===== src/pkg/socket_ctrl_consts.vh =====
// Register offsets, field positions and codes of the socket control bank
`ifndef SOCKET_CTRL_CONSTS_VH
`define SOCKET_CTRL_CONSTS_VH
`define OFS_A_POWER        8'h02
`define OFS_A_INTGEN       8'h03
`define OFS_B_POWER        8'h42
`define OFS_B_INTGEN       8'h43
`define SOCKET_STRIDE      8'h40
`define SOCKET_COUNT       2
`define POWER_RESET        8'h00
`define INTGEN_RESET       8'h00
`define POWER_WMASK        8'h9b
`define BIT_OUT_EN         7
`define BIT_RING_EN        7
`define BIT_CARD_RUN       6
`define BIT_CARD_IO        5
`define BIT_CSC_PCI        4
`define VCC_OFF            2'h0
`define VCC_RSVD           2'h1
`define VCC_5V             2'h2
`define VCC_3V3            2'h3
`define VPP_OFF            2'h0
`define VPP_VCC            2'h1
`define VPP_12V            2'h2
`define VPP_RSVD           2'h3
`define IRQ_NONE           4'h0
`define IRQ_SMI            4'h2
`endif


===== src/rtl/card_socket_power_irq_control.v =====
// Two-socket card power and interrupt control register bank
`timescale 1ns/1ps
`include "socket_ctrl_consts.vh"
module card_socket_power_irq_control
(
    // Clock and reset
    input  wire       clock,
    input  wire       rst_n,
    input  wire       clk_en,
    // Register port
    input  wire [7:0] reg_addr,
    input  wire       reg_wr,
    input  wire       reg_rd,
    input  wire [7:0] reg_wdata,
    output reg  [7:0] reg_rdata,
    output reg        reg_hit,
    // Socket side, index 0 is socket A
    input  wire [1:0] battery_detect1_ring_pin,
    output wire [1:0] card_output_enable,
    output wire [1:0] card_reset_pin,
    output wire [1:0] card_kind_io,
    output wire [1:0] ring_indicate_enable,
    output wire [1:0] ring_indicate,
    output wire [1:0] status_change_pci_route,
    output wire [3:0] supply_voltage_request,
    output wire [3:0] program_voltage_request,
    output wire [1:0] socket_power_on_flag,
    output wire [1:0] power_switch_update,
    output wire [7:0] functional_irq_select,
    output wire [15:0] irq_line_enable,
    output wire [1:0] smi_enable
);
    // Decode a socket register address: bit 0 power, bit 1 intgen
    function [1:0] decode;
        input [7:0] addr;
        input [7:0] base;
        begin
            decode[0] = (addr == base + `OFS_A_POWER);
            decode[1] = (addr == base + `OFS_A_INTGEN);
        end
    endfunction

    // Granted supply code, reserved code means off
    function [1:0] supply_grant;
        input [1:0] vcc;
        begin
            case (vcc)
                `VCC_5V:  supply_grant = `VCC_5V;
                `VCC_3V3: supply_grant = `VCC_3V3;
                default:  supply_grant = `VCC_OFF;
            endcase
        end
    endfunction

    // Granted programming code, held off while supply is off
    function [1:0] program_grant;
        input [1:0] vcc;
        input [1:0] vpp;
        begin
            if (supply_grant(vcc) == `VCC_OFF)
            begin
                program_grant = `VPP_OFF;
            end
            else
            begin
                case (vpp)
                    `VPP_VCC: program_grant = `VPP_VCC;
                    `VPP_12V: program_grant = `VPP_12V;
                    default:  program_grant = `VPP_OFF;
                endcase
            end
        end
    endfunction

    // IRQ line decode: code n selects line n, none and SMI excluded
    function [15:0] irq_decode;
        input [3:0] code;
        begin
            irq_decode = 16'h0000;
            if ((code != `IRQ_NONE) && (code != `IRQ_SMI))
            begin
                irq_decode[code] = 1'b1;
            end
        end
    endfunction

    // Readback mux, unmapped offsets read as zero
    function [7:0] read_mux;
        input [7:0]  addr;
        input [15:0] pw_all;
        input [15:0] ig_all;
        begin
            case (addr)
                `OFS_A_POWER:  read_mux = pw_all[7:0];
                `OFS_A_INTGEN: read_mux = ig_all[7:0];
                `OFS_B_POWER:  read_mux = pw_all[15:8];
                `OFS_B_INTGEN: read_mux = ig_all[15:8];
                default:       read_mux = 8'h00;
            endcase
        end
    endfunction

    wire [15:0] power_all;
    wire [15:0] intgen_all;
    wire [1:0]  ring_q;
    wire [1:0]  hit_any;

    // Pin synchronisers, change accepted when stages 2 and 3 agree
    genvar s;
    generate
        for (s = 0; s < `SOCKET_COUNT; s = s + 1)
        begin : sync
            reg [2:0] stage_q;
            reg       agreed_q;
            always @(posedge clock)
            begin
                if (!rst_n)
                begin
                    stage_q  <= 3'h0;
                    agreed_q <= 1'b0;
                end
                else if (clk_en)
                begin
                    stage_q <= {stage_q[1:0], battery_detect1_ring_pin[s]};
                    if (stage_q[2] == stage_q[1])
                    begin
                        agreed_q <= stage_q[2];
                    end
                end
            end
            assign ring_q[s] = agreed_q;
        end
    endgenerate

    generate
        for (s = 0; s < `SOCKET_COUNT; s = s + 1)
        begin : sock
            localparam [7:0] sock_base = (s == 0) ? 8'h00 : `SOCKET_STRIDE;
            wire [1:0] hit;
            wire [7:0] pw;
            wire [7:0] ig;
            wire [1:0] vcc_grant;
            wire [1:0] vpp_grant;
            wire [3:0] sel;

            assign hit       = decode(reg_addr, sock_base);
            assign pw        = power_all[8*s +: 8];
            assign ig        = intgen_all[8*s +: 8];
            assign vcc_grant = supply_grant(pw[4:3]);
            assign vpp_grant = program_grant(pw[4:3], pw[1:0]);
            assign sel       = ig[3:0];
            assign hit_any[s] = |hit;

            socket_regs u_regs
            (
                .clock        (clock),
                .rst_n        (rst_n),
                .clk_en       (clk_en),
                .wr_power     (reg_wr & hit[0]),
                .wr_intgen    (reg_wr & hit[1]),
                .wr_data      (reg_wdata),
                .power_q      (power_all[8*s +: 8]),
                .intgen_q     (intgen_all[8*s +: 8]),
                .power_change (power_switch_update[s])
            );
            assign card_output_enable[s]      = pw[`BIT_OUT_EN];
            assign supply_voltage_request[2*s +: 2]  = vcc_grant;
            assign program_voltage_request[2*s +: 2] = vpp_grant;
            assign socket_power_on_flag[s]    = (vcc_grant != `VCC_OFF)
                                              && (vpp_grant != `VPP_OFF);
            assign ring_indicate_enable[s]    = ig[`BIT_RING_EN];
            assign ring_indicate[s]           = ig[`BIT_RING_EN] & ring_q[s];
            assign card_reset_pin[s]          = ~ig[`BIT_CARD_RUN];
            assign card_kind_io[s]            = ig[`BIT_CARD_IO];
            assign status_change_pci_route[s] = ig[`BIT_CSC_PCI] | (sel == `IRQ_NONE);
            assign functional_irq_select[4*s +: 4] = sel;
            assign smi_enable[s]              = (sel == `IRQ_SMI);
        end
    endgenerate

    // IRQ lines requested by either socket
    reg [15:0] irq_vec_a;
    reg [15:0] irq_vec_b;
    always @*
    begin
        irq_vec_a = irq_decode(intgen_all[3:0]);
        irq_vec_b = irq_decode(intgen_all[11:8]);
    end

    assign irq_line_enable = irq_vec_a | irq_vec_b;

    // Register readback
    always @(posedge clock)
    begin
        if (!rst_n)
        begin
            reg_rdata <= 8'h00;
            reg_hit   <= 1'b0;
        end
        else if (clk_en)
        begin
            reg_hit <= (reg_rd | reg_wr) & (|hit_any);
            if (reg_rd)
            begin
                reg_rdata <= read_mux(reg_addr, power_all, intgen_all);
            end
        end
    end
endmodule


===== src/rtl/socket_regs.v =====
// One socket's power and interrupt/general control registers
`timescale 1ns/1ps
`include "socket_ctrl_consts.vh"
module socket_regs
(
    // Clock and reset
    input  wire       clock,
    input  wire       rst_n,
    input  wire       clk_en,
    // Register writes
    input  wire       wr_power,
    input  wire       wr_intgen,
    input  wire [7:0] wr_data,
    // Stored values
    output reg  [7:0] power_q,
    output reg  [7:0] intgen_q,
    output reg        power_change
);
    reg [7:0] power_d;
    always @*
    begin
        power_d = wr_data & `POWER_WMASK;
    end
    always @(posedge clock)
    begin
        if (!rst_n)
        begin
            power_q      <= `POWER_RESET;
            intgen_q     <= `INTGEN_RESET;
            power_change <= 1'b0;
        end
        else if (clk_en)
        begin
            power_change <= 1'b0;
            if (wr_power)
            begin
                power_q      <= power_d;
                power_change <= (power_d[4:0] != power_q[4:0]);
            end
            if (wr_intgen)
                intgen_q <= wr_data;
        end
    end
endmodule


===== config.mk =====
export PLATFORM = sky130hd
export DESIGN_NAME = card_socket_power_irq_control
export DESIGN_NICKNAME = d
export VERILOG_FILES = /design/src/rtl/card_socket_power_irq_control.v /design/src/rtl/socket_regs.v
export VERILOG_INCLUDE_DIRS = /design/src /design/src/pkg
export SDC_FILE = /design/constraint.sdc
export NUM_CORES = 1
export LEC_CHECK = 0
export ABC_AREA = 1
export BUFFER_PORTS_ARGS = -buffer_cell sky130_fd_sc_hd__buf_4
export CAP_MARGIN = 20
export CORE_MARGIN = 2
export CORE_UTILIZATION = 36
export DETAILED_ROUTE_END_ITERATION = 10
export PLACE_DENSITY_LB_ADDON = 0.12
export SYNTH_ARGS = -nofsm -noshare
export SYNTH_HDL_FRONTEND = slang
export SYNTH_SLANG_ARGS = --single-unit
export TNS_END_PERCENT = 50

===== constraint.sdc =====
create_clock -name clock -period 2.3 [get_ports clock]
set_clock_uncertainty 0.1 [all_clocks]
set_input_delay 0.345 -clock clock [delete_from_list [all_inputs] [get_ports clock]]
set_output_delay 0.345 -clock clock [all_outputs]
set_load 0.01 [all_outputs]

-- After elaboration in Yosys (flattened, before gate mapping)
Cells that the tools add are included.
- input bits: 23
- word-level logic and storage cells: 88
- register bits after elaboration: 45
- bitwise operators: 13
- reduce and logical (&&, ||, !) cells: 24
- multiplexer cells: 15
- $lt $le $gt $ge: 4
- eq/ne operators: 20
- operators by type and width (kind ; count):
    2-to-1 mux 16 bit ; 2
    one-hot mux 8 bit (4 select lines) ; 1
    equality test 8 x 2 -> 1 bit, second input constant ; 2
    equality test 8 x 7 -> 1 bit, second input constant ; 2
    bitwise OR 16 bit ; 1
    one-hot mux 2 bit (2 select lines) ; 4
    AND reduction 2 bit ; 7
    equality test 2 bit, second input constant ; 6
    less-than comparator 4 x 5 -> 1 bit, second input constant ; 2
    demux 1 bit (select 4 bit) ; 2
    equality test 4 x 2 -> 1 bit, second input constant ; 2
    greater-or-equal comparator 4 x 1 -> 1 bit, second input constant ; 2
    zero test 4 bit ; 2
    inequality test 4 x 2 -> 1 bit, second input constant ; 2
    inequality test 4 bit ; 2
    nonzero test 2 bit ; 4
    nonzero test 4 bit ; 2
    AND 1 bit ; 7
    logical AND 1 bit ; 6
    equality test 2 x 1 -> 1 bit, second input constant ; 2
    zero test 2 bit ; 2
    2-to-1 mux 1 bit ; 4
    2-to-1 mux 2 bit ; 2
    OR reduction 4 bit ; 1
    other kinds (3) ; 7

-- Longest topological paths before layout
Gate-level depths: netlist (run 1).
- depth after elaboration: 6
- mapped depth: 9
- mapped depth without buffers: 8

-- By module
From an unflattened synthesis (run 1), not the netlist that was laid out.
- cell total of the unflattened synthesis: 386
- area total of the unflattened synthesis: 2618.8 um^2
- by module, submodules not included (module ; area each (um^2) ; instances ; cells each ; sequential area each (um^2)):
    card_socket_power_irq_control ; 1395.1 ; 1 ; 220 ; 340.3
    socket_regs ; 611.8 ; 2 ; 83 ; 280.3

-- Worst setup path after synthesis (run 1)
No wires, ideal clock.
- path type: input-to-reg
- from: input reg_addr[4]
- to: register sock[0].u_regs.intgen_q[3]
- library setup time: 0.116 ns
- arrival time: 1.125 ns
- data required time: 2.084 ns
- buffers on the path: 1
- cell stages on the path: 9
- path slack: 0.960 ns
- cell sequence: inv_1 -> nand2_2 -> nor2_4 -> nand2_4 -> nor2_4 -> inv_2 -> buf_6 -> o21ai_2 -> a21oi_2
- word-level cells in the longest chain between the ends: 3
- RTL lines (what ; RTL line ; text):
    from (decl) ; card_socket_power_irq_control.v:11 ; input wire [7:0] reg_addr,
    equality test 8 x 2 -> 1 bit ; n/a ;
    AND 1 bit ; card_socket_power_irq_control.v:160 ; .wr_intgen (reg_wr & hit[1]),
    AND reduction 2 bit (no source line) ; n/a ;
    to (signal assigned) ; socket_regs.v:29 ; intgen_q <= `INTGEN_RESET;
    to (signal assigned) ; socket_regs.v:41 ; intgen_q <= wr_data;
    to (decl) ; socket_regs.v:16 ; output reg [7:0] intgen_q,
No other way between the ends.
A chain may end at the register's enable or synchronous reset.

-- Worst setup path after layout (run 1)
- from: register sock[0].u_regs.power_q[1]
- to: output socket_power_on_flag[0]
- word-level cells in the longest chain between the ends: 5
- elaborated cells on any way between the ends: 6
- RTL lines (what ; RTL line ; text):
    from (decl) ; socket_regs.v:15 ; output reg [7:0] power_q,
    from (signal assigned) ; socket_regs.v:28 ; power_q <= `POWER_RESET;
    from (signal assigned) ; socket_regs.v:37 ; power_q <= power_d;
    equality test 2 bit / equality test 2 x 1 -> 1 bit (equally long branches) ; card_socket_power_irq_control.v:66 ; case (vpp)
    one-hot mux 2 bit (2 select lines) * ; card_socket_power_irq_control.v:66 ;
    2-to-1 mux 2 bit * ; card_socket_power_irq_control.v:60 ; if (supply_grant(vcc) == `VCC_OFF)
    nonzero test 2 bit (no source line) * ; n/a ;
    logical AND 1 bit * ; card_socket_power_irq_control.v:169 ; assign socket_power_on_flag[s] = (vcc_grant != `VCC_OFF)
    to (decl) ; card_socket_power_irq_control.v:27 ; output wire [1:0] socket_power_on_flag,
Every way passes the cells marked *; elsewhere a longest branch is shown, timed or not.

==> flow_summary_export.csv, run 1 <==
group,metric,value,unit
run_status,status,"complete, no violations",
setup_path,crit_arrival,1.29,ns
route,wl_per_cell,13.68,um
clocking,post_cts_buffers,0,
placed_design,finalWeightedCongestion,0.7760,
hold_path,hold_class,"in -> reg",
timing,fmax,0.5763,GHz
placed_design,portBuffers,79,
setup_path,path_buf_inv,2,
clocking,cts_root_buffer,"clkbuf_8",
route,antenna_left,0,
global_routing,grt_use_total,17.75,%
global_routing,grt_pass1_vias,2136,
floorplanning,die_x,86.45,um
placed_design,hpwlAfterDp,4957,um
yosys,yosys_warnings,0,
route,drt_iter0_markers,119,
floorplanning,ioPinCount,82,
layout,final_nets,424,
setup_path,end_kind,"output pin",
setup_path,cpPeakStageDelay,0.38,ns
clocking,clockBufferDepth,2,
yosys,syn_inst,345,
setup_path,crit_required,1.86,ns
global_routing,grt-ovfl-total,0,
global_routing,grt_pass1_wl,10540,um
yosys,avgSynthCellArea,7.094,um^2
clocking,cts_made_buffers,5,
hold_path,min_from,"battery_detect1_ring_pin[1]",
power,peakVddDrop,220.6,uV
yosys,synth_area,2447,um^2
timing,maxSlewViolCount,0,
setup_path,critPathTopFamily,"flip-flops",
yosys,ys_seq_area_share,36.81,%
setup_path,critPathLaunchType,"register",
timing,finalCritPeriodShare,75.45,%
clocking,htreeDepth,2,
layout,synthToLayoutAreaGrowth,24.18,%
setup_path,cp_max_fo,3,
hold_path,whs_path_depth,3,
clocking,cts_tree,"built",
clocking,clk_pin_slew,0.08,ns
job,drv_cap,0,
floorplanning,core,6681,um^2
timing,rsz0062_at_grt,"no",
timing,finalHoldViolCount,0,
power,powerDensity,488.5,nW/um^2
floorplanning,rows,30,
route,drtPass1Iterations,4,
clocking,hold_buffers,0,
route,route.detailed.drc,0,
layout,final_layout_size_suffix_gt1_share,27.43,%
setup_path,timing.rr.start,"sock[0].u_regs.power_q[0]$_SDFFE_PN0P_",
placed_design,placed_cell_area,2935,um^2
route,routed_wirelength,6579,um
timing,setup_violations,0,
global_routing,antenna_found_initial,0,
clocking,insertion_delay,0.29,ns
yosys,synth_cell_types,27,
route,routed_via_density,4.929,
yosys,ys_ff_latch,45,
timing,period_needed,1.735,ns
setup_path,regToRegSetupSlack,1.13,ns
layout,fin_area,3039,um^2
route,vias,2371,
global_routing,grt_max_degree,34,
hold_path,whs_endpoint,"sync[1].stage_q[0]$_SDFFE_PN0P_",
setup_path,cp_slowest_cell,"dfxtp_1",
clocking,cts_resized,0,
setup_path,r2r_end,"sock[0].u_regs.power_change$_SDFFE_PN0P_",
timing,fin_tns_setup,0,ns
setup_path,worstSetupPathType,"reg -> out",
setup_path,path_cells,"inv_1 > or2_2 > a21oi_1 > buf_4",
floorplanning,die_y,86.45,um
clocking,cts.sinks,45,
floorplanning,start_util,36.63,%
power,power_leakage,1.360,nW
timing,hold_ws,0.1766,ns
floorplanning,die_area,7474,um^2
setup_path,reg2regPathDepth,4,
layout,n_antenna_cell,0,
power,total_power,1.485,mW
==> per-layer routing <==
layer / track usage (%) / routed length [um]
met1: 25.44 / 3161
met2: 27.55 / 3017
met3: 3.429 / 362
met4: 4.261 / 38
met5: 0 / 0
==> flip-flops by register name, indices dropped and copies added, names as in the netlist <==
name                      cells
reg_rdata                     8
reg_hit                       1
sync.agreed_q                 2
sock.u_regs.power_q          10
sock.u_regs.power_change      2
sock.u_regs.intgen_q         16
sync.stage_q                  6
==> cell families (layout without fill, tap and decap cells) <==
| kind of cell | Yosys count | in the layout | synth area share (%) |
|---|---|---|---|
| xor gates and xnor gates | 8 | 8 | 2.863 |
| DFF | 45 | 45 | 36.81 |
| buffers and inverters | 70 | 125 | 14.83 |
| and+or+nand+nor | 123 | 123 | 23.52 |
| AOI/OAI and AO/OA | 98 | 98 | 21.83 |
| other | 1 | 2 | 0.1532 |
==> Yosys cell counts <==
cell	count	area share, %
nand3_2	1	0.41
nor2_8	1	0.82
a21oi_2	3	1.1
buf_2	2	0.41
inv_2	3	0.46
nand3_1	25	5.1
o22ai_1	16	4.1
xor2_1	2	0.72
o21ai_0	40	8.2
xnor2_1	6	2.1
clkbuf_1	7	1.1
or2_2	1	0.26
nor2_4	3	1.4
conb_1	1	0.15
a21oi_1	34	7.0
nand2_4	3	1.4
nand2_2	3	0.77
nand2_1	58	8.9
buf_6	2	0.92
inv_1	34	5.2
nor2_2	2	0.51
o21ai_2	2	0.72
o21bai_1	2	0.61
nor2_1	26	4.0
o21ai_1	1	0.20
dfxtp_1	45	37
buf_4	22	6.7
==> power breakdown <==
group          internal, mW  leakage (nW)  switching [mW]
logic                0.0464         0.943          0.0716
clock network         0.316        0.0540           0.262
registers             0.785         0.363         0.00364
total                  1.15          1.36           0.337
==> layout make-up <==
cell class                      instances  area (um^2)
Multi-Input combinational cell        231         1187
Timing Repair Buffer                   81        608.1
Clock buffer                            5        68.82
Sequential cell                        45        900.9
Inverter                               37        138.9
Clock inverter                          2        35.03
Fill cell                             716         3642
Tap cell                               80        100.1
==> metrics by stage <==
step / instances / setup WS (ns) / utilization (%)
5_1_grt: 481 / 0.4524 / 45.49
2_1_floorplan: 346 / 0.9596 / -
4_1_cts: 481 / 0.5518 / 45.49
6_report: 481 / 0.5647 / 45.49
3_5_place_dp: 474 / 0.5243 / 43.93
3_3_place_gp: 474 / 0.5525 / 43.93
==> layout by cell type, fill, tap and decap left out <==
master	n
nand3_2	1
inv_1	34
nand2_2	3
inv_2	3
clkinv_2	1
nor2_2	2
a21oi_2	3
o21bai_1	2
nand2_1	58
nor2_8	1
o21ai_2	2
nor2_1	26
o21ai_1	1
buf_4	81
a21oi_1	34
dfxtp_1	45
xnor2_1	6
nand3_1	25
o22ai_1	16
or2_2	1
o21ai_0	40
xor2_1	2
nand2_4	3
bufinv_16	1
nor2_4	3
conb_1	2
clkbuf_8	5
==> worst reg2reg max path: cells and delay by family, from the launching register on <==
kind,cells,cell delay (ns)
compound gates,2,0.27
xor+xnor,1,0.15
flops,1,0.45
simple gates,1,0.09
==> worst max path at each step <==
stage                                            from                                 endpoint  cells after the start
2_1_floorplan                             reg_addr[4]  sock[0].u_regs.intgen_q[3]$_SDFFE_PN0P_                      9
3_3_place_gp                              reg_addr[4]  sock[0].u_regs.intgen_q[0]$_SDFFE_PN0P_                      9
3_5_place_dp                              reg_addr[4]  sock[0].u_regs.intgen_q[1]$_SDFFE_PN0P_                      9
4_1_cts        sock[0].u_regs.power_q[1]$_SDFFE_PN0P_                  socket_power_on_flag[0]                      4
5_1_grt        sock[0].u_regs.power_q[1]$_SDFFE_PN0P_                  socket_power_on_flag[0]                      4
6_report       sock[0].u_regs.power_q[1]$_SDFFE_PN0P_                  socket_power_on_flag[0]                      4
(Power assumes the default switching activity.)
==> run 2, diff against run 1 <==
--- a/config.mk
+++ b/config.mk
@@ -6,7 +6,7 @@
 export SDC_FILE = /design/constraint.sdc
 export NUM_CORES = 1
 export LEC_CHECK = 0
-export ABC_AREA = 1
+export ABC_AREA = 0
 export BUFFER_PORTS_ARGS = -buffer_cell sky130_fd_sc_hd__buf_4
 export CAP_MARGIN = 20
 export CORE_MARGIN = 2
==> constraint.sdc (replaced) <==
create_clock -name clock -period 1.4 [get_ports clock]
set_clock_uncertainty 0.1 [all_clocks]
set_input_delay 0.21 -clock clock [delete_from_list [all_inputs] [get_ports clock]]
set_output_delay 0.21 -clock clock [all_outputs]
set_load 0.01 [all_outputs]
==> flow_summary_export.csv, run 2 <==
group,metric,value,unit
yosys,synth_area,2431,um^2
clocking,cts_tree,"built",
route,wl_met2,3083,um
run_status,violations,"negative setup slack",
placed_design,portBuffers,79,
floorplanning,ioPinCount,82,
layout,synthToLayoutAreaGrowth,40.56,%
clocking,clk_pin_slew,0.09,ns
layout,most-common-layout-cells,"buf_4, nand2_1, mux2i_1, dfxtp_1",
clocking,hold_buffers,0,
route,wl_met3,264,um
run_status,status,"finished with violations",
yosys,synth_edf_count,0,
yosys,avgSynthCellArea,9.386,um^2
yosys,synth_top_area_share,37.06,%
setup_path,end_kind,"output pin",
yosys,async_reset_ff_share,0,%
setup_path,crit_start,"sock[1].u_regs.intgen_q[2]$_SDFFE_PN0P_",
yosys,synth_ff_type,"dfxtp_1",
yosys,synth.area.top_cells,"dfxtp_1, mux2i_1, nand2_1, buf_4, mux4_2",
route,routed_wirelength,6450,um
layout,seq_area,942.2,um^2
route,vias,2110,
layout,fillCellCount,606,
layout,final_nets,359,
timing,period_needed,1.566,ns
yosys,yosys_warnings,0,
route,wl_per_cell,15.58,um
timing,fin_ws,-0.1658,ns
setup_path,cp_max_fo,4,
job,drv_cap,0,
route,wl_met1,3028,um
global_routing,grt_pass1_wl,10070,um
setup_path,reg2regPathDepth,3,
yosys,ys_seq_area_share,37.06,%
global_routing,antenna_found_initial,0,
setup_path,regToRegSetupSlack,0.01,ns
timing,finalCritPeriodShare,111.8,%
layout,largest_reg_flops,16,
timing,maxSlewViolCount,0,
global_routing,grt-ovfl-total,0,
yosys,synth_cell_types,40,
timing,hold_ws,0.06811,ns
setup_path,crit_arrival,1.26,ns
route,maxUsedRoutingLayer,"met4",
layout,layout_commonest_cell,"buf_4",
layout,top_regs,"sock.u_regs.intgen_q x16, sock.u_regs.power_q x10, reg_rdata x8",
route,antenna_left,0,
setup_path,crit_required,1.09,ns
setup_path,worstSetupPathType,"reg -> out",
setup_path,r2r_end,"reg_rdata[0]$_SDFFE_PN0P_",
placed_design,placed_cell_area,3067,um^2
clocking,clockBufferDepth,2,
global_routing,grt_max_degree,26,
floorplanning,die_y,86.18,um
route,routed_via_density,5.097,
yosys,ys_ff_latch,45,
clocking,cts_made_buffers,5,
layout,fin_area,3417,um^2
floorplanning,die_area,7426,um^2
floorplanning,die_x,86.18,um
timing,fmax,0.6386,GHz
power,powerDensity,660.0,nW/um^2
floorplanning,start_util,37.85,%
yosys,yosysTopAreaCell,"dfxtp_1",
placed_design,finalWeightedCongestion,0.7372,
setup_path,timing.rr.start,"sock[1].u_regs.intgen_q[0]$_SDFFE_PN0P_",
setup_path,critPathLaunchType,"register",
route,drtPass1Iterations,6,
global_routing,grt_pass1_vias,1987,
yosys,syn_inst,259,
timing,setup_violations,21,
layout,n_antenna_cell,0,
layout,final_layout_size_suffix_gt1_share,48.37,%
clocking,cts_root_buffer,"clkbuf_8",
route,route.detailed.drc,0,
timing,rsz0062_at_grt,"yes",
power,peakVddDrop,326.2,uV
clocking,insertion_delay,0.30,ns
yosys,synth.most_common_cell,"dfxtp_1",
floorplanning,core,6422,um^2
placed_design,hpwlAfterDp,4684,um
clocking,htreeDepth,2,
layout,multi_input_area,1474,um^2
route,drt_iter0_markers,73,
timing,finalHoldViolCount,0,
hold_path,hold_class,"in -> reg",
clocking,cts.sinks,45,
yosys,synth_commonest_cells,"dfxtp_1, nand2_1, mux2i_1",
layout,regMostFlops,"sock.u_regs.intgen_q",
global_routing,grt_use_total,17.30,%
floorplanning,rows,29,
setup_path,crit_path_end,"status_change_pci_route[1]",
power,power_leakage,1.638,nW
==> run 2: worst min-delay path by stage <==
| stage | from | to | slack (ns) | cells past startpoint |
|---|---|---|---|---|
| after CTS | battery_detect1_ring_pin[0] | sync[0].stage_q[0]$_SDFFE_PN0P_ | 0.06 | 3 |
| after global routing | reg_wdata[2] | sock[0].u_regs.intgen_q[2]$_SDFFE_PN0P_ | 0.09 | 3 |
| after detailed placement | reg_rdata[7]$_SDFFE_PN0P_ | reg_rdata[7]$_SDFFE_PN0P_ | 0.36 | 1 |
| after global placement | sock[0].u_regs.intgen_q[6]$_SDFFE_PN0P_ | sock[0].u_regs.intgen_q[6]$_SDFFE_PN0P_ | 0.35 | 2 |
| after floorplan | reg_wdata[2] | sock[0].u_regs.intgen_q[2]$_SDFFE_PN0P_ | 0.27 | 2 |
| final | battery_detect1_ring_pin[0] | sync[0].stage_q[0]$_SDFFE_PN0P_ | 0.07 | 3 |
==> run 2: metrics by stage <==
| step | worst slack, ns | utilization [%] | setup TNS, ns | power, mW | std cells |
|---|---|---|---|---|---|
| floorplan | 0.02487 | - | 0 | 1.420 | 260 |
| global placement | -0.1212 | 47.75 | -2.530 | 1.514 | 402 |
| detailed placement | -0.1272 | 47.75 | -2.588 | 1.516 | 402 |
| CTS | -0.1750 | 52.11 | -2.519 | 2.292 | 414 |
| global route | -0.2375 | 53.20 | -3.485 | 2.358 | 414 |
| finish | -0.1658 | 53.20 | -2.428 | 2.255 | 414 |
==> run 2: critical path: stages (launching register included) <==
cell and delay [ns]:
dfxtp_4 0.37, or2_4 0.27, o31ai_4 0.18, buf_6 0.13
==> run 2: logic make-up (layout without fill, tap and decap cells) <==
group | Yosys count | count (layout) | share of synthesized area (%)
AOI/OAI and AO/OA | 35 | 35 | 10.60
other | 1 | 2 | 0.1543
muxes | 39 | 39 | 18.73
xor gates and xnor gates | 10 | 10 | 3.603
and+or+nand+nor | 89 | 89 | 20.23
buffers and inverters | 40 | 117 | 9.625
DFF | 45 | 45 | 37.06
==> run 2: final cells by class <==
| type | instances | share of cell area (%) |
|---|---|---|
| multi-input combinational | 175 | 43.13 |
| clock inverter | 3 | 0.5126 |
| timing repair buffer | 104 | 23.40 |
| inverter | 5 | 0.5492 |
| tap | 77 | 2.819 |
| sequential | 45 | 27.57 |
| clock buffer | 5 | 2.014 |
==> run 2: routing by layer <==
metal	track usage (%)	up-vias
li1	-	1045
met1	23.21	1012
met2	28.19	48
met3	3.333	5
met4	5.540	0
met5	0	-
==> run 2: where the power goes <==
group,switching [mW],total (mW),internal (mW)
Combinational,0.102,0.196,0.0934
Sequential,0.00465,1.27,1.27
Clock,0.444,0.789,0.345
==> run 2: repair_timing <==
action                                  CTS  global route
pin swaps                                 4             4
endpoints found under the setup margin   24            24
setup buffers                             4             0
gates resized for setup                  44            16
hold endpoints to repair                  0             0
